File: config.mk
export PLATFORM = sky130hd
export DESIGN_NAME = gauge_mode_control_regs
export DESIGN_NICKNAME = d
export VERILOG_FILES = /design/src/rtl/gauge_regs_pkg.sv /design/src/rtl/gauge_mode_control_regs.sv
export SDC_FILE = /design/constraint.sdc
export NUM_CORES = 1
export LEC_CHECK = 0
export ABC_AREA = 1
export ABC_CLOCK_PERIOD_IN_PS = 1300
export BUFFER_PORTS_ARGS = -buffer_cell sky130_fd_sc_hd__clkbuf_2
export CAP_MARGIN = 20
export CORE_ASPECT_RATIO = 1.75
export CORE_MARGIN = 10
export CORE_UTILIZATION = 52
export DETAILED_ROUTE_END_ITERATION = 10
export PLACE_DENSITY_LB_ADDON = 0.3
export SKIP_CTS_REPAIR_TIMING = 1
export SYNTH_ARGS = -nofsm -noshare
export SYNTH_HDL_FRONTEND = slang
export SYNTH_SLANG_ARGS = --single-unit
File: constraint.sdc
create_clock -name mclk -period 1.3 [get_ports mclk]
set_input_delay 0.065 -clock mclk [delete_from_list [all_inputs] [get_ports mclk]]
set_output_delay 0.065 -clock mclk [all_outputs]
set_load 0.01 [all_outputs]
File: src/rtl/gauge_regs_pkg.sv
// Constants, layouts and reset values for the gauge mode/control registers.
// Assumes a byte-wide register port from the serial front end on mclk.
package gauge_regs_pkg;

	// Register addresses on the byte port
	localparam logic [6:0] MODE_ADDR    = 7'h00;
	localparam logic [6:0] CTRL_ADDR    = 7'h01;
	localparam logic [6:0] OCV_TAB_BASE = 7'h30;
	localparam logic [6:0] SOC_TAB_BASE = 7'h50;
	localparam logic [6:0] TAB_END      = 7'h60;
	localparam int         TAB_POINTS   = 16;

	// Mode register bit positions
	localparam int MODE_VOLT_ONLY = 0;
	localparam int MODE_PULLUP    = 1;
	localparam int MODE_CD_FORCE  = 2;
	localparam int MODE_ALARM_EN  = 3;
	localparam int MODE_RUN       = 4;
	localparam int MODE_FORCE_COUNTING_STATE  = 5;
	localparam int MODE_FORCE_VOLTAGE_STATE  = 6;

	// Control/status register bit positions
	localparam int CTRL_ALARM_PIN = 0;
	localparam int CTRL_CNT_CLEAR = 1;
	localparam int CTRL_SOC_VOLT  = 2;
	localparam int CTRL_REMOVED   = 3;
	localparam int CTRL_POR       = 4;
	localparam int CTRL_LOW_SOC   = 5;
	localparam int CTRL_LOW_VOLT  = 6;
	localparam int CTRL_UVLO      = 7;

	// Values after reset
	localparam logic [4:0] MODE_RESET = 5'h0B;
	localparam logic       ALARM_DRIVE_RESET = 1'b1;
	localparam logic       POR_DET_RESET     = 1'b1;

	// Default lookup table, entry 0 in the low slice
	localparam logic [TAB_POINTS-1:0][15:0] OCV_DEFAULT = {
		16'h1DA9, 16'h1CF3, 16'h1C58, 16'h1BE8, 16'h1BB1, 16'h1B70, 16'h1B01, 16'h1AD5,
		16'h1AB6, 16'h1A9D, 16'h1A6D, 16'h1A3E, 16'h19FB, 16'h19B2, 16'h1926, 16'h1770};
	localparam logic [TAB_POINTS-1:0][7:0] SOC_DEFAULT = {
		8'hC8, 8'hB4, 8'hA0, 8'h8C, 8'h82, 8'h78, 8'h64, 8'h50,
		8'h3C, 8'h32, 8'h28, 8'h1E, 8'h14, 8'h0C, 8'h06, 8'h00};

	// Sticky event flags
	typedef struct packed {
		logic undervoltage_lockout_flag;
		logic low_voltage_flag;
		logic low_charge_flag;
		logic battery_removed_flag;
	} flags_t;

	// Whole block state
	typedef struct packed {
		logic [4:0]                      mode;
		logic                            alarm_drive;
		logic                            power_on_detect;
		flags_t                          flags;
		logic                            force_counting_state;
		logic                            force_voltage_state;
		logic                            conversion_counter_clear;
		logic                            soft_reset;
		logic [7:0]                      rdata;
		logic [TAB_POINTS-1:0][15:0]     lookup_ocv_point;
		logic [TAB_POINTS-1:0][7:0]      lookup_soc_point;
		logic                            alarm_s1;
		logic                            alarm_s2;
		logic                            detect_s1;
		logic                            detect_s2;
	} state_t;

endpackage : gauge_regs_pkg

File: src/rtl/gauge_mode_control_regs.sv
// Mode and control/status registers of the gauge, with the lookup table.
// Assumes the serial front end presents one-cycle read/write strobes on mclk;
// pins alarm and battery detect arrive asynchronously.
//
// Notes on behaviour
// - Mode bit0: mixed or voltage-only, default 1
// - Mode bit1: detect pin pull-up, default 1
// - Mode bit2: force charge-disable high, default 0
// - Mode bit4 low holds standby, default 0
// - Mode bit5: force counting state, counter zero
// - Mode bit6: force voltage state, counter max
// - Ctrl bit0 read gives alarm pin level
// - Ctrl bit0 write 0 forces alarm low
// - Ctrl bit1 write 1 clears conversion counter
// - Ctrl bit2 reads SOC source, voltage=1
// - Ctrl bit3 removal flag, clear only detect low
// - Ctrl bit4 reads power-on detect, default 1
// - Ctrl bit4 write: soft reset, sets/clears detect
// - Ctrl bit5 low-charge flag, cleared by 0
// - Ctrl bit6/7 low-voltage, lockout flags, write-0 clear
// - Reset loads sixteen-point default lookup table
// - Point: two-byte OCV, one-byte SOC
// - Reset restores defaults, power-on detect set
`timescale 1ns/100ps
module gauge_mode_control_regs
	import gauge_regs_pkg::*;
(
	input  wire logic       mclk,
	input  wire logic       rstn,
	input  wire logic [6:0] reg_addr,
	input  wire logic       reg_wr,
	input  wire logic       reg_rd,
	input  wire logic [7:0] reg_wdata,
	output logic      [7:0] reg_rdata,
	input  wire logic       alarm_pin_in,
	output logic            alarm_pin_out,
	output logic            alarm_pin_oe,
	input  wire logic       battery_detect_in,
	input  wire logic       alarm_condition_in,
	input  wire logic       swap_charge_disable_in,
	input  wire logic       soc_from_voltage,
	input  wire logic       low_charge_event,
	input  wire logic       low_voltage_event,
	input  wire logic       undervoltage_event,
	output logic            voltage_only_select,
	output logic            removal_pin_pullup_en,
	output logic            charge_disable_out,
	output logic            alarm_function_en,
	output logic            gauge_run,
	output logic            force_counting_state,
	output logic            force_voltage_state,
	output logic            conversion_counter_clear,
	output logic            soft_reset,
	output logic [TAB_POINTS*16-1:0] lookup_ocv_table,
	output logic [TAB_POINTS*8-1:0]  lookup_soc_table
);

	// Constant image of every register after reset
	localparam state_t STATE_RESET = '{
		mode:             MODE_RESET,
		alarm_drive:      ALARM_DRIVE_RESET,
		power_on_detect:  POR_DET_RESET,
		lookup_ocv_point: OCV_DEFAULT,
		lookup_soc_point: SOC_DEFAULT,
		default:          '0
	};

	state_t st;
	state_t next_st;

	// Table address decode, shared by read and write paths
	function automatic logic in_ocv(input logic [6:0] a);
		in_ocv = (a >= OCV_TAB_BASE) && (a < SOC_TAB_BASE);
	endfunction : in_ocv

	function automatic logic in_soc(input logic [6:0] a);
		in_soc = (a >= SOC_TAB_BASE) && (a < TAB_END);
	endfunction : in_soc

	// Next-state logic for registers, flags and synchronisers
	always_comb begin
		logic [6:0] ocv_off;
		logic [6:0] soc_off;
		logic [3:0] idx;
		ocv_off = reg_addr - OCV_TAB_BASE;
		soc_off = reg_addr - SOC_TAB_BASE;
		idx     = '0;
		next_st = st;
		// Two flops before any logic sees a pin
		next_st.alarm_s1  = alarm_pin_in;
		next_st.alarm_s2  = st.alarm_s1;
		next_st.detect_s1 = battery_detect_in;
		next_st.detect_s2 = st.detect_s1;
		// Command pulses last one cycle only
		next_st.force_counting_state     = 1'b0;
		next_st.force_voltage_state      = 1'b0;
		next_st.conversion_counter_clear = 1'b0;
		next_st.soft_reset               = 1'b0;

		// Read path, registered answer
		if (reg_rd) begin
			if (reg_addr == MODE_ADDR) begin
				next_st.rdata = {3'b000, st.mode};
			end else if (reg_addr == CTRL_ADDR) begin
				next_st.rdata[CTRL_ALARM_PIN] = st.alarm_s2;
				next_st.rdata[CTRL_CNT_CLEAR] = 1'b0;
				next_st.rdata[CTRL_SOC_VOLT]  = soc_from_voltage;
				next_st.rdata[CTRL_REMOVED]   = st.flags.battery_removed_flag;
				next_st.rdata[CTRL_POR]       = st.power_on_detect;
				next_st.rdata[CTRL_LOW_SOC]   = st.flags.low_charge_flag;
				next_st.rdata[CTRL_LOW_VOLT]  = st.flags.low_voltage_flag;
				next_st.rdata[CTRL_UVLO]      = st.flags.undervoltage_lockout_flag;
			end else if (in_ocv(reg_addr)) begin
				idx = ocv_off[4:1];
				next_st.rdata = ocv_off[0] ? st.lookup_ocv_point[idx][15:8]
					: st.lookup_ocv_point[idx][7:0];
			end else if (in_soc(reg_addr)) begin
				idx = soc_off[3:0];
				next_st.rdata = st.lookup_soc_point[idx];
			end else begin
				next_st.rdata = 8'h00; // Unmapped reads zero
			end
		end

		// Write path
		if (reg_wr) begin
			if (reg_addr == MODE_ADDR) begin
				next_st.mode = reg_wdata[4:0];
				next_st.force_counting_state = reg_wdata[MODE_FORCE_COUNTING_STATE];
				next_st.force_voltage_state  = reg_wdata[MODE_FORCE_VOLTAGE_STATE];
			end else if (reg_addr == CTRL_ADDR) begin
				next_st.alarm_drive = reg_wdata[CTRL_ALARM_PIN];
				next_st.conversion_counter_clear = reg_wdata[CTRL_CNT_CLEAR];
				next_st.power_on_detect = reg_wdata[CTRL_POR];
				// Write 0 clears; write 1 ignored
				if (!reg_wdata[CTRL_REMOVED] && !st.detect_s2) begin
					next_st.flags.battery_removed_flag = 1'b0;
				end
				if (!reg_wdata[CTRL_LOW_SOC]) begin
					next_st.flags.low_charge_flag = 1'b0;
				end
				if (!reg_wdata[CTRL_LOW_VOLT]) begin
					next_st.flags.low_voltage_flag = 1'b0;
				end
				if (!reg_wdata[CTRL_UVLO]) begin
					next_st.flags.undervoltage_lockout_flag = 1'b0;
				end
			end else if (in_ocv(reg_addr)) begin
				idx = ocv_off[4:1];
				if (ocv_off[0]) begin
					next_st.lookup_ocv_point[idx][15:8] = reg_wdata;
				end else begin
					next_st.lookup_ocv_point[idx][7:0] = reg_wdata;
				end
			end else if (in_soc(reg_addr)) begin
				idx = soc_off[3:0];
				next_st.lookup_soc_point[idx] = reg_wdata;
			end
		end

		// Events set after clears so a same-cycle event wins
		if (st.detect_s2) begin
			next_st.flags.battery_removed_flag = 1'b1;
		end
		// Monitoring halted in standby, so low-charge and low-voltage events are gated
		if (low_charge_event && st.mode[MODE_RUN]) begin
			next_st.flags.low_charge_flag = 1'b1;
		end
		if (low_voltage_event && st.mode[MODE_RUN]) begin
			next_st.flags.low_voltage_flag = 1'b1;
		end
		if (undervoltage_event) begin
			next_st.flags.undervoltage_lockout_flag = 1'b1;
		end

		// Soft reset restores defaults but keeps the pin synchronisers
		if (reg_wr && reg_addr == CTRL_ADDR && reg_wdata[CTRL_POR]) begin
			next_st = STATE_RESET;
			next_st.power_on_detect = 1'b1;
			next_st.soft_reset = 1'b1;
			next_st.alarm_s1  = alarm_pin_in;
			next_st.alarm_s2  = st.alarm_s1;
			next_st.detect_s1 = battery_detect_in;
			next_st.detect_s2 = st.detect_s1;
		end
	end

	// State register; defaults include the lookup table
	always_ff @(posedge mclk or negedge rstn) begin
		if (!rstn) begin
			st <= STATE_RESET;
		end else begin
			st <= next_st;
		end
	end

	// Mode outputs straight from flops, except charge disable, ORed with the swap input
	assign voltage_only_select   = st.mode[MODE_VOLT_ONLY];
	assign removal_pin_pullup_en = st.mode[MODE_PULLUP];
	assign alarm_function_en     = st.mode[MODE_ALARM_EN];
	assign gauge_run             = st.mode[MODE_RUN];
	assign charge_disable_out    = st.mode[MODE_CD_FORCE] | swap_charge_disable_in;

	// Command pulses
	assign force_counting_state     = st.force_counting_state;
	assign force_voltage_state      = st.force_voltage_state;
	assign conversion_counter_clear = st.conversion_counter_clear;
	assign soft_reset               = st.soft_reset;

	// Open-drain alarm: only ever pulls low
	assign alarm_pin_out = 1'b0;
	assign alarm_pin_oe  = ~st.alarm_drive | (st.mode[MODE_ALARM_EN] & alarm_condition_in);

	assign reg_rdata = st.rdata;

	// Table points flattened onto the outputs, one slice per point
	for (genvar p = 0; p < TAB_POINTS; p++) begin : g_points
		assign lookup_ocv_table[16*p +: 16] = st.lookup_ocv_point[p];
		assign lookup_soc_table[8*p +: 8]   = st.lookup_soc_point[p];
	end

	// Index is four bits wide and each window must hold every point exactly
	if (TAB_POINTS > 16
		|| (SOC_TAB_BASE - OCV_TAB_BASE) != 7'(2 * TAB_POINTS)
		|| (TAB_END - SOC_TAB_BASE) != 7'(TAB_POINTS)) begin : g_bad_map
		$error("lookup table map does not match point count");
	end

endmodule : gauge_mode_control_regs

-- Word level (Yosys, flattened, before mapping)
Cells that the tools add are included.
- flip-flop bits (word level): 411
- bits of input ports: 27
- output and inout bits: 403
- logic and storage cells: 150
- add/sub/neg operators: 2
- $lt $le $gt $ge: 8
- equality and inequality tests: 11
- multiplexer cells: 42
- bitwise logic cells: 4
- reduce and logical (&&, ||, !) cells: 35
- operators by type and width (cell ; count):
    $mux W384 ; 3
    $bwmux W256 ; 2
    $mux W256 ; 2
    $mux W411 ; 1
    $mux W128 ; 2
    $bwmux W128 ; 1
    $demux W16 S4 ; 2
    $mux W8 ; 9
    $bmux W16 S4 ; 1
    $bmux W8 S4 ; 1
    $demux W8 S4 ; 1
    $mux W16 ; 2
    $reduce_bool A3 Y1 ; 9
    $reduce_and A4 Y1 ; 5
    $ne A3 B1 Y1 const B ; 5
    $lt A7 B7 Y1 const B ; 2
    $mux W14 ; 1
    $mux W6 ; 2
    $reduce_bool A2 Y1 ; 6
    $lt A4 B5 Y1 const B ; 2
    $mux W1 ; 10
    $logic_and A1 B1 Y1 ; 9
    $ge A4 B1 Y1 const B ; 2
    $eq A7 B1 Y1 const B ; 1
    16 further kinds ; 21

-- Longest topological paths before layout
Gate-level depths: netlist of the first run.
- depth in word-level cells: 12
- mapped depth: 16
- gate-level depth less buffers: 14

-- Worst setup path after synthesis of the first run
No wires, ideal clock.
- path kind: input -> register
- from: input port reg_addr[2]
- to: register st (netlist bit lookup_ocv_table[78])
- library setup time: 0.083 ns
- arrival: 1.775 ns
- required time: 1.217 ns
- slack: -0.558 ns
- stages on the path: 14
- path buffers: 3
- path through: buf_2 -> nor2_2 -> inv_2 -> nor2_4 -> nand2_4 -> nor2_4 -> nand2_4 -> o21ai_4 -> nand2_2 -> buf_4 -> nor2_2 -> buf_2 -> nand3_1 -> o21ai_0
- cells in the longest elaborated chain, start to end: 12
- elaborated cells on any way between the ends: 27
- those cells by class: add/sub (1); order compare (4); eq/ne (3); mux (11); reduce/logical (8)
- RTL lines (item ; line ; source):
    start, declared ; gauge_mode_control_regs.sv:30 ; input wire logic [6:0] reg_addr,
    $sub A5 B5 Y5 ; gauge_mode_control_regs.sv:85 ; ocv_off = reg_addr - OCV_TAB_BASE;
    $lt A4 B5 Y1 (implied by the code) or $ge A4 B1 Y1 (tied branches) ; gauge_mode_control_regs.sv:151 ; next_st.lookup_ocv_point[idx][15:8] = reg_wdata;
    $logic_and A1 B1 Y1 (implied by the code) ; gauge_mode_control_regs.sv:151 ;
    $mux W16 (implied by the code) ; gauge_mode_control_regs.sv:151 ;
    $demux W16 S4 ; gauge_mode_control_regs.sv:151 ;
    $bwmux W256 ; gauge_mode_control_regs.sv:151 ;
    $mux W256 ; gauge_mode_control_regs.sv:150 ; if (ocv_off[0]) begin
    $mux W256 ; gauge_mode_control_regs.sv:148 ; end else if (in_ocv(reg_addr)) begin
    $mux W384 ; gauge_mode_control_regs.sv:131 ; end else if (reg_addr == CTRL_ADDR) begin
    $mux W384 ; gauge_mode_control_regs.sv:127 ; if (reg_addr == MODE_ADDR) begin
    $mux W384 ; gauge_mode_control_regs.sv:126 ; if (reg_wr) begin
    $mux W411 ; gauge_mode_control_regs.sv:177 ; if (reg_wr && reg_addr == CTRL_ADDR && reg_wdata[CTRL_POR]) begin
    end signal, assigned ; gauge_mode_control_regs.sv:193 ; st <= next_st;
    end, declared ; gauge_mode_control_regs.sv:68 ; state_t st;
Parallel ways exist; a longest one is shown, timed or not. The select of a mux whose other input is x is not followed.
A chain may end at the register's enable or synchronous reset.

-- Worst setup path after layout of the first run
- from: register st (netlist bit lookup_ocv_table[116])
- to: register st (netlist bit reg_rdata[4])
- cells in the longest elaborated chain, start to end: 8
- RTL lines (item ; line ; source):
    $bmux W16 S4 ; gauge_mode_control_regs.sv:116 ; : st.lookup_ocv_point[idx][7:0];
    $mux W16 (implied by the code) ; gauge_mode_control_regs.sv:116 ;
    $mux W8 ; gauge_mode_control_regs.sv:115 ; next_st.rdata = ocv_off[0] ? st.lookup_ocv_point[idx][15:8]
    $mux W8 ; gauge_mode_control_regs.sv:113 ; end else if (in_ocv(reg_addr)) begin
    $mux W8 ; gauge_mode_control_regs.sv:104 ; end else if (reg_addr == CTRL_ADDR) begin
    $mux W8 ; gauge_mode_control_regs.sv:102 ; if (reg_addr == MODE_ADDR) begin
    $mux W8 ; gauge_mode_control_regs.sv:101 ; if (reg_rd) begin
    $mux W411 ; gauge_mode_control_regs.sv:177 ;
Every way passes these cells. The select of a mux whose other input is x is not followed.

==> metrics.yaml, run 1 <==
run_status:
  status: "finished with violations"
  violations: "negative setup slack"
detailed_routing:
  drt_iter0_markers: 2949
  routedWlPerCell_um: 26.4
  viasPerCell: 5.92
  drc: 0
  final_antenna_net_count: 0
  drtPass1Iterations: 7
  vias: 27262
  routed_wl_mm: 122
grt:
  grt_max_degree: 61
  grt_pass1_wl_mm: 158
  grt_pass1_vias: 25956
  grt_usage: 0.375
  gr-total-overflow: 0
  antenna_found_initial: 0
cells_and_area:
  regArea_um2: 10500
  antenna_cells: 0
  nets: 4015
  fillers: 2952
  final_cells: 4605
  multi_input_area_um2: 10100
  drive_above_1_share: 0.473
  areaGrowthSynthToFinish_pct: 53.7
  design_area_um2: 37000
floorplan:
  die-area_um2: 55600
  row_count: 104
  core-area_um2: 45900
  initial_core_util: 0.524
  die_w_um: 183
  die_h_um: 305
  io_pins: 430
sta:
  setup_viol: 427
  hold_ws_ns: 0.00454
  fin_ws_ns: -0.518
  period_share: 1.40
  hold_viol: 0
  slew_violations: 0
  slew_headroom: 0.495
  tns_ns: -33.62
  period_needed_ns: 1.82
  final.setup_skew_ns: 0.0130
  grt_setup_unrepaired: "true"
  tightest_slew_ns: 0.757
  timing.fmax_mhz: 550
cts:
  clock_tree.buffer_depth: 3
  cts_buffers: 42
  insertion_delay_ns: 0.57
  cts.sinks: 411
  cts_tree: "built"
  clkTransAtPathRegs_ns: 0.07
  clock-root-buffer: "clkbuf_16"
  htreeDepth: 2
power:
  finalPower_uw: 46400
  power_density_nw_per_um2: 1260
  ir_drop_mv: 1.41
  power_leakage_uw: 0.0184
hold_path:
  hp-class: "in -> reg"
critical_path:
  critPathRequiredTime_ns: 1.79
  cp-start-kind: "register"
  criticalPathCategory: "reg -> reg"
  worstPathMaxFanout: 2
  critPathArrivalTime_ns: 2.31
  end_kind: "register"
synthesis:
  syn_area_um2: 24100
  synthArstFlopShare: 1.00
  post_synth.cell_area_avg_um2: 7.55
  synth_edf_count: 0
  synth_cell_types: 37
  synth_top_area_share: 0.253
  netlist_top_cells_area: "dfrtp_1, dfstp_2, buf_4, nand2_1, o21ai_0"
  ys_seq_elements: 411
  synthesis.nets: 3214
  yosysTopAreaCell: "dfrtp_1"
  seq_area_frac_synth: 0.436
  postSynthCellCount: 3187
  synthFlopType: "dfrtp_1"
  yosysMostFrequentCell: "nand2_1"
  ys.warnings.count: 0
  synth_common_cells: "nand2_1, buf_4, nor2_1"
place:
  io_buffers: 428
  placed_cells: 4390
  placement.cell_area_um2: 29700
  dp_hpwl_mm: 83.6
  finalWeightedCongestion: 1.03
job:
  maxCapViolCount: 0
per-stage QoR:
step,worst slack (ns),util
floorplan,-0.490,-
global placement,-1.03,0.647
detailed placement,-1.04,0.647
CTS,-0.610,0.679
global route,-0.534,0.805
finish,-0.518,0.805
routing by layer:
layer,vias to the layer above,GRT usage,routed length (um)
li1,11549,-,-
met1,12994,0.391,38200
met2,2035,0.621,58000
met3,684,0.0794,12000
met4,0,0.336,13400
met5,-,0,0
state kept, by name, indices dropped and copies added, names as in the netlist, 8 cells and up:
register / count
st: 11
lookup_ocv_table: 256
lookup_soc_table: 128
reg_rdata: 8
worst max-delay path, cell delays in order, from the launching register on:
cell	delay, ns
dfstp_2	0.55
inv_1	0.06
nand2_1	0.08
nand2_2	0.09
nand2_2	0.07
nand2_1	0.10
nand2_2	0.09
nand2_2	0.09
nor2_4	0.15
nand2_1	0.06
nand2_1	0.06
nand2_1	0.07
nand2_2	0.07
nand2_2	0.07
a21oi_1	0.13
area by class of cell:
cell class                 count  share of cell area
tap                          583              0.0197
timing repair buffer        1314               0.353
sequential                   411               0.284
clock inverter                10             0.00423
multi-input combinational   1921               0.272
clock buffer                  68              0.0352
inverter                     298              0.0318
power breakdown:
| part | switching, uW | internal, uW |
|---|---|---|
| clock network | 5570 | 7670 |
| registers | 1480 | 15300 |
| logic | 8080 | 8350 |
| total | 15100 | 31300 |
path summary, 6_finish.rpt:
check                                                   from                           endpoint  slack [ns]  cells past startpoint
max                        lookup_ocv_table[116]$_DFFE_PN1P_           reg_rdata[4]$_DFFE_PN0P_       -0.52                     14
min                                             reg_wdata[6]  lookup_ocv_table[142]$_DFFE_PN0P_       0.005                      4
min reg2reg                                  st[1]$_DFF_PN0_                    st[0]$_DFF_PN0_        0.35                      0
max in group asynchronous                               rstn  lookup_ocv_table[178]$_DFFE_PN0P_       -0.06                      3
max reg2reg                lookup_ocv_table[116]$_DFFE_PN1P_           reg_rdata[4]$_DFFE_PN0P_       -0.52                     14
min in group asynchronous                               rstn  lookup_ocv_table[132]$_DFFE_PN1P_        0.20                      2
cells by family (layout without fill, tap and decap cells):
group	after synthesis	count (layout)	synth area share
DFF	411	411	0.436
and+or+nand+nor	1329	1333	0.231
muxes	1	1	0.000468
other	1	1	0.000156
buffers and inverters	859	1690	0.199
AOI/OAI and AO/OA	586	586	0.133
layout by cell type (no fill, tap or decap), types with 18 or more instances in the layout:
| master | count |
|---|---|
| o22ai_1 | 69 |
| a21oi_2 | 18 |
| nand2_2 | 102 |
| inv_2 | 29 |
| nor2_1 | 335 |
| buf_12 | 68 |
| buf_4 | 466 |
| buf_6 | 624 |
| nand4_1 | 54 |
| nor3_1 | 27 |
| nor2_4 | 43 |
| a31oi_1 | 43 |
| inv_1 | 249 |
| dfrtp_1 | 241 |
| nand2_1 | 555 |
| o21ai_2 | 53 |
| o21ai_0 | 159 |
| nor2_2 | 21 |
| nand3_2 | 38 |
| clkbuf_16 | 57 |
| dfstp_2 | 168 |
| o21ai_1 | 106 |
| nand3_1 | 125 |
| a21oi_1 | 99 |
| clkbuf_2 | 116 |
No activity file was read; power rests on OpenSTA's default activity.
==> run 2: changes to the inputs <==
Settings changed: SKIP_CTS_REPAIR_TIMING 1 to unset, TNS_END_PERCENT set to 20.
==> run 2 against run 1 <==
  * The flow still finishes with violations (negative setup slack)
  * Flip-flop and latch count is the same
  * Worst hold slack gained 0.016 ns
  * Setup slack gained 0.064 ns
  * Non-clock buffer count shrank 51
  * Maximum frequency grew 3.6%
  * Critical path depth is the same
  * Via count shrank 3.4%
  * Core utilization shrank 6.8 points
==> metrics.yaml, run 2 (synthesized netlist as in run 1, its figures left out) <==
sta:
  final.setup_skew_ns: 0.0171
  slew_headroom: 0.550
  tightest_slew_ns: 0.675
  fin_ws_ns: -0.454
  slew_violations: 0
  hold_ws_ns: 0.0206
  period_share: 1.35
  setup_viol: 329
  grt_setup_unrepaired: "true"
  timing.fmax_mhz: 570
  period_needed_ns: 1.75
  hold_viol: 0
power:
  power_leakage_uw: 0.0173
  power_density_nw_per_um2: 1300
  finalPower_uw: 43900
  ir_drop_mv: 1.32
floorplan:
  core-area_um2: 45900
  row_count: 104
  io_pins: 430
  die_h_um: 305
  die_w_um: 183
  die-area_um2: 55600
  initial_core_util: 0.524
run_status:
  violations: "negative setup slack"
  status: "finished with violations"
critical_path:
  criticalPathCategory: "reg -> reg"
  critPathMostFrequentCell: "nand2_1"
  r2r_setup_slack_ns: -0.45
  end_kind: "register"
  critPathArrivalTime_ns: 2.25
  r2r-start: "lookup_ocv_table[144]$_DFFE_PN1P_"
  slowest_delay_ns: 0.55
  regToRegEndpoint: "reg_rdata[0]$_DFFE_PN0P_"
  worstPathMaxFanout: 2
  crit_slowest_cell: "dfstp_2"
  crit_chain: "inv_2 -> nand2_2 -> nand2_4 -> nand2_2 -> nand2_1 -> nand2_1 -> nand2_2 -> nor2_4 -> nand2_1 -> nand2_2 -> nand2_1 -> nand2_1 -> nand2_1 -> a21oi_2"
  ff2ff_path_depth: 14
  cp-start-kind: "register"
  critPathRequiredTime_ns: 1.79
detailed_routing:
  final_antenna_net_count: 0
  routedWlPerCell_um: 25.3
  viasPerCell: 5.79
  drc: 0
  vias: 26330
  drtPass1Iterations: 8
  routed_wl_mm: 115
  drt_iter0_markers: 3105
cts:
  insertion_delay_ns: 0.57
  cts_buffers: 41
  clock_tree.buffer_depth: 3
  cts.sinks: 411
  cts_tree: "built"
  clock-root-buffer: "clkbuf_16"
  clkTransAtPathRegs_ns: 0.07
  htreeDepth: 2
cells_and_area:
  final_common_cell: "buf_4"
  utilization: 0.737
  fillers: 3583
  largest_reg_flops: 256
  areaGrowthSynthToFinish_pct: 40.6
  nets: 3960
  multi_input_area_um2: 9490
  layout_common_cells: "buf_4, nand2_1, nor2_1"
  regArea_um2: 10500
  drive_above_1_share: 0.437
grt:
  grt_max_degree: 86
  grt_pass1_vias: 26017
  grt_usage: 0.388
  antenna_found_initial: 0
  gr-total-overflow: 0
  grt_pass1_wl_mm: 164
place:
  io_buffers: 428
  dp_slack_ns: -0.852
  finalWeightedCongestion: 1.05
  dp_hpwl_mm: 84.5
hold_path:
  min_to: "lookup_ocv_table[67]$_DFFE_PN1P_"
  worstHoldStart: "reg_wdata[3]"
  hp-class: "in -> reg"
  hold_depth: 4
job:
  maxCapViolCount: 0
-- run 2: timing repair --
| item | 4_1_cts | 5_1_grt |
|---|---|---|
| hold buffers | 16 | 0 |
| cloned | 1 | 6 |
| setup endpoints to repair | 513 | 653 |
| gates resized for setup | 177 | 458 |
| hold endpoints to repair | 314 | 0 |
| buffers inserted | 37 | 46 |
| pin swaps | 48 | 59 |
-- run 2: worst max path at each step --
stage	start	to	slack [ns]	cells past startpoint
after floorplan	reg_addr[0]	lookup_ocv_table[14]$_DFFE_PN0P_	-0.50	13
after global placement	reg_addr[2]	reg_rdata[7]$_DFFE_PN0P_	-0.85	14
after detailed placement	reg_addr[2]	reg_rdata[7]$_DFFE_PN0P_	-0.85	14
after CTS	lookup_ocv_table[224]$_DFFE_PN1P_	reg_rdata[0]$_DFFE_PN0P_	-0.43	14
after global routing	lookup_ocv_table[243]$_DFFE_PN1P_	reg_rdata[3]$_DFFE_PN0P_	-0.53	15
final	lookup_ocv_table[144]$_DFFE_PN1P_	reg_rdata[0]$_DFFE_PN0P_	-0.45	14
-- run 2: worst max-delay path: cells and delay by family, from the launching register on --
family / cells / cell delay (ns)
compound gates: 1 / 0.11
simple gates: 12 / 0.98
flops: 1 / 0.55
buf+inv: 1 / 0.05
-- run 2: stage by stage --
stage,setup TNS [ns],area [um^2],instances
2_1_floorplan,-168.15,24200,3187
3_3_place_gp,-234.41,29500,4377
3_5_place_dp,-247.48,29500,4377
4_1_cts,-25.17,32000,4504
5_1_grt,-44.79,33800,4549
6_report,-22.08,33800,4550
-- run 2: final cells by class --
cell class	count	share of cell area
Multi-Input combinational cell	1918	0.280
Clock inverter	13	0.00510
Inverter	298	0.0338
Sequential cell	411	0.310
Clock buffer	63	0.0361
Timing Repair Buffer	1263	0.313
Antenna cell	1	0.0000740
Tap cell	583	0.0216
-- run 2: layer usage --
metal / track usage / vias to the layer above / wire [um]
li1: - / 11406 / -
met1: 0.412 / 12598 / 36800
met2: 0.648 / 1779 / 55400
met4: 0.326 / 0 / 12200
met3: 0.0788 / 547 / 10800
met5: 0 / - / 0
-- run 2: report_power, final --
part	switching (uW)	total (uW)	internal, uW
Combinational	7550	14400	6890
Sequential	1400	16700	15300
Clock	5470	12800	7300
Total	14400	43900	29500
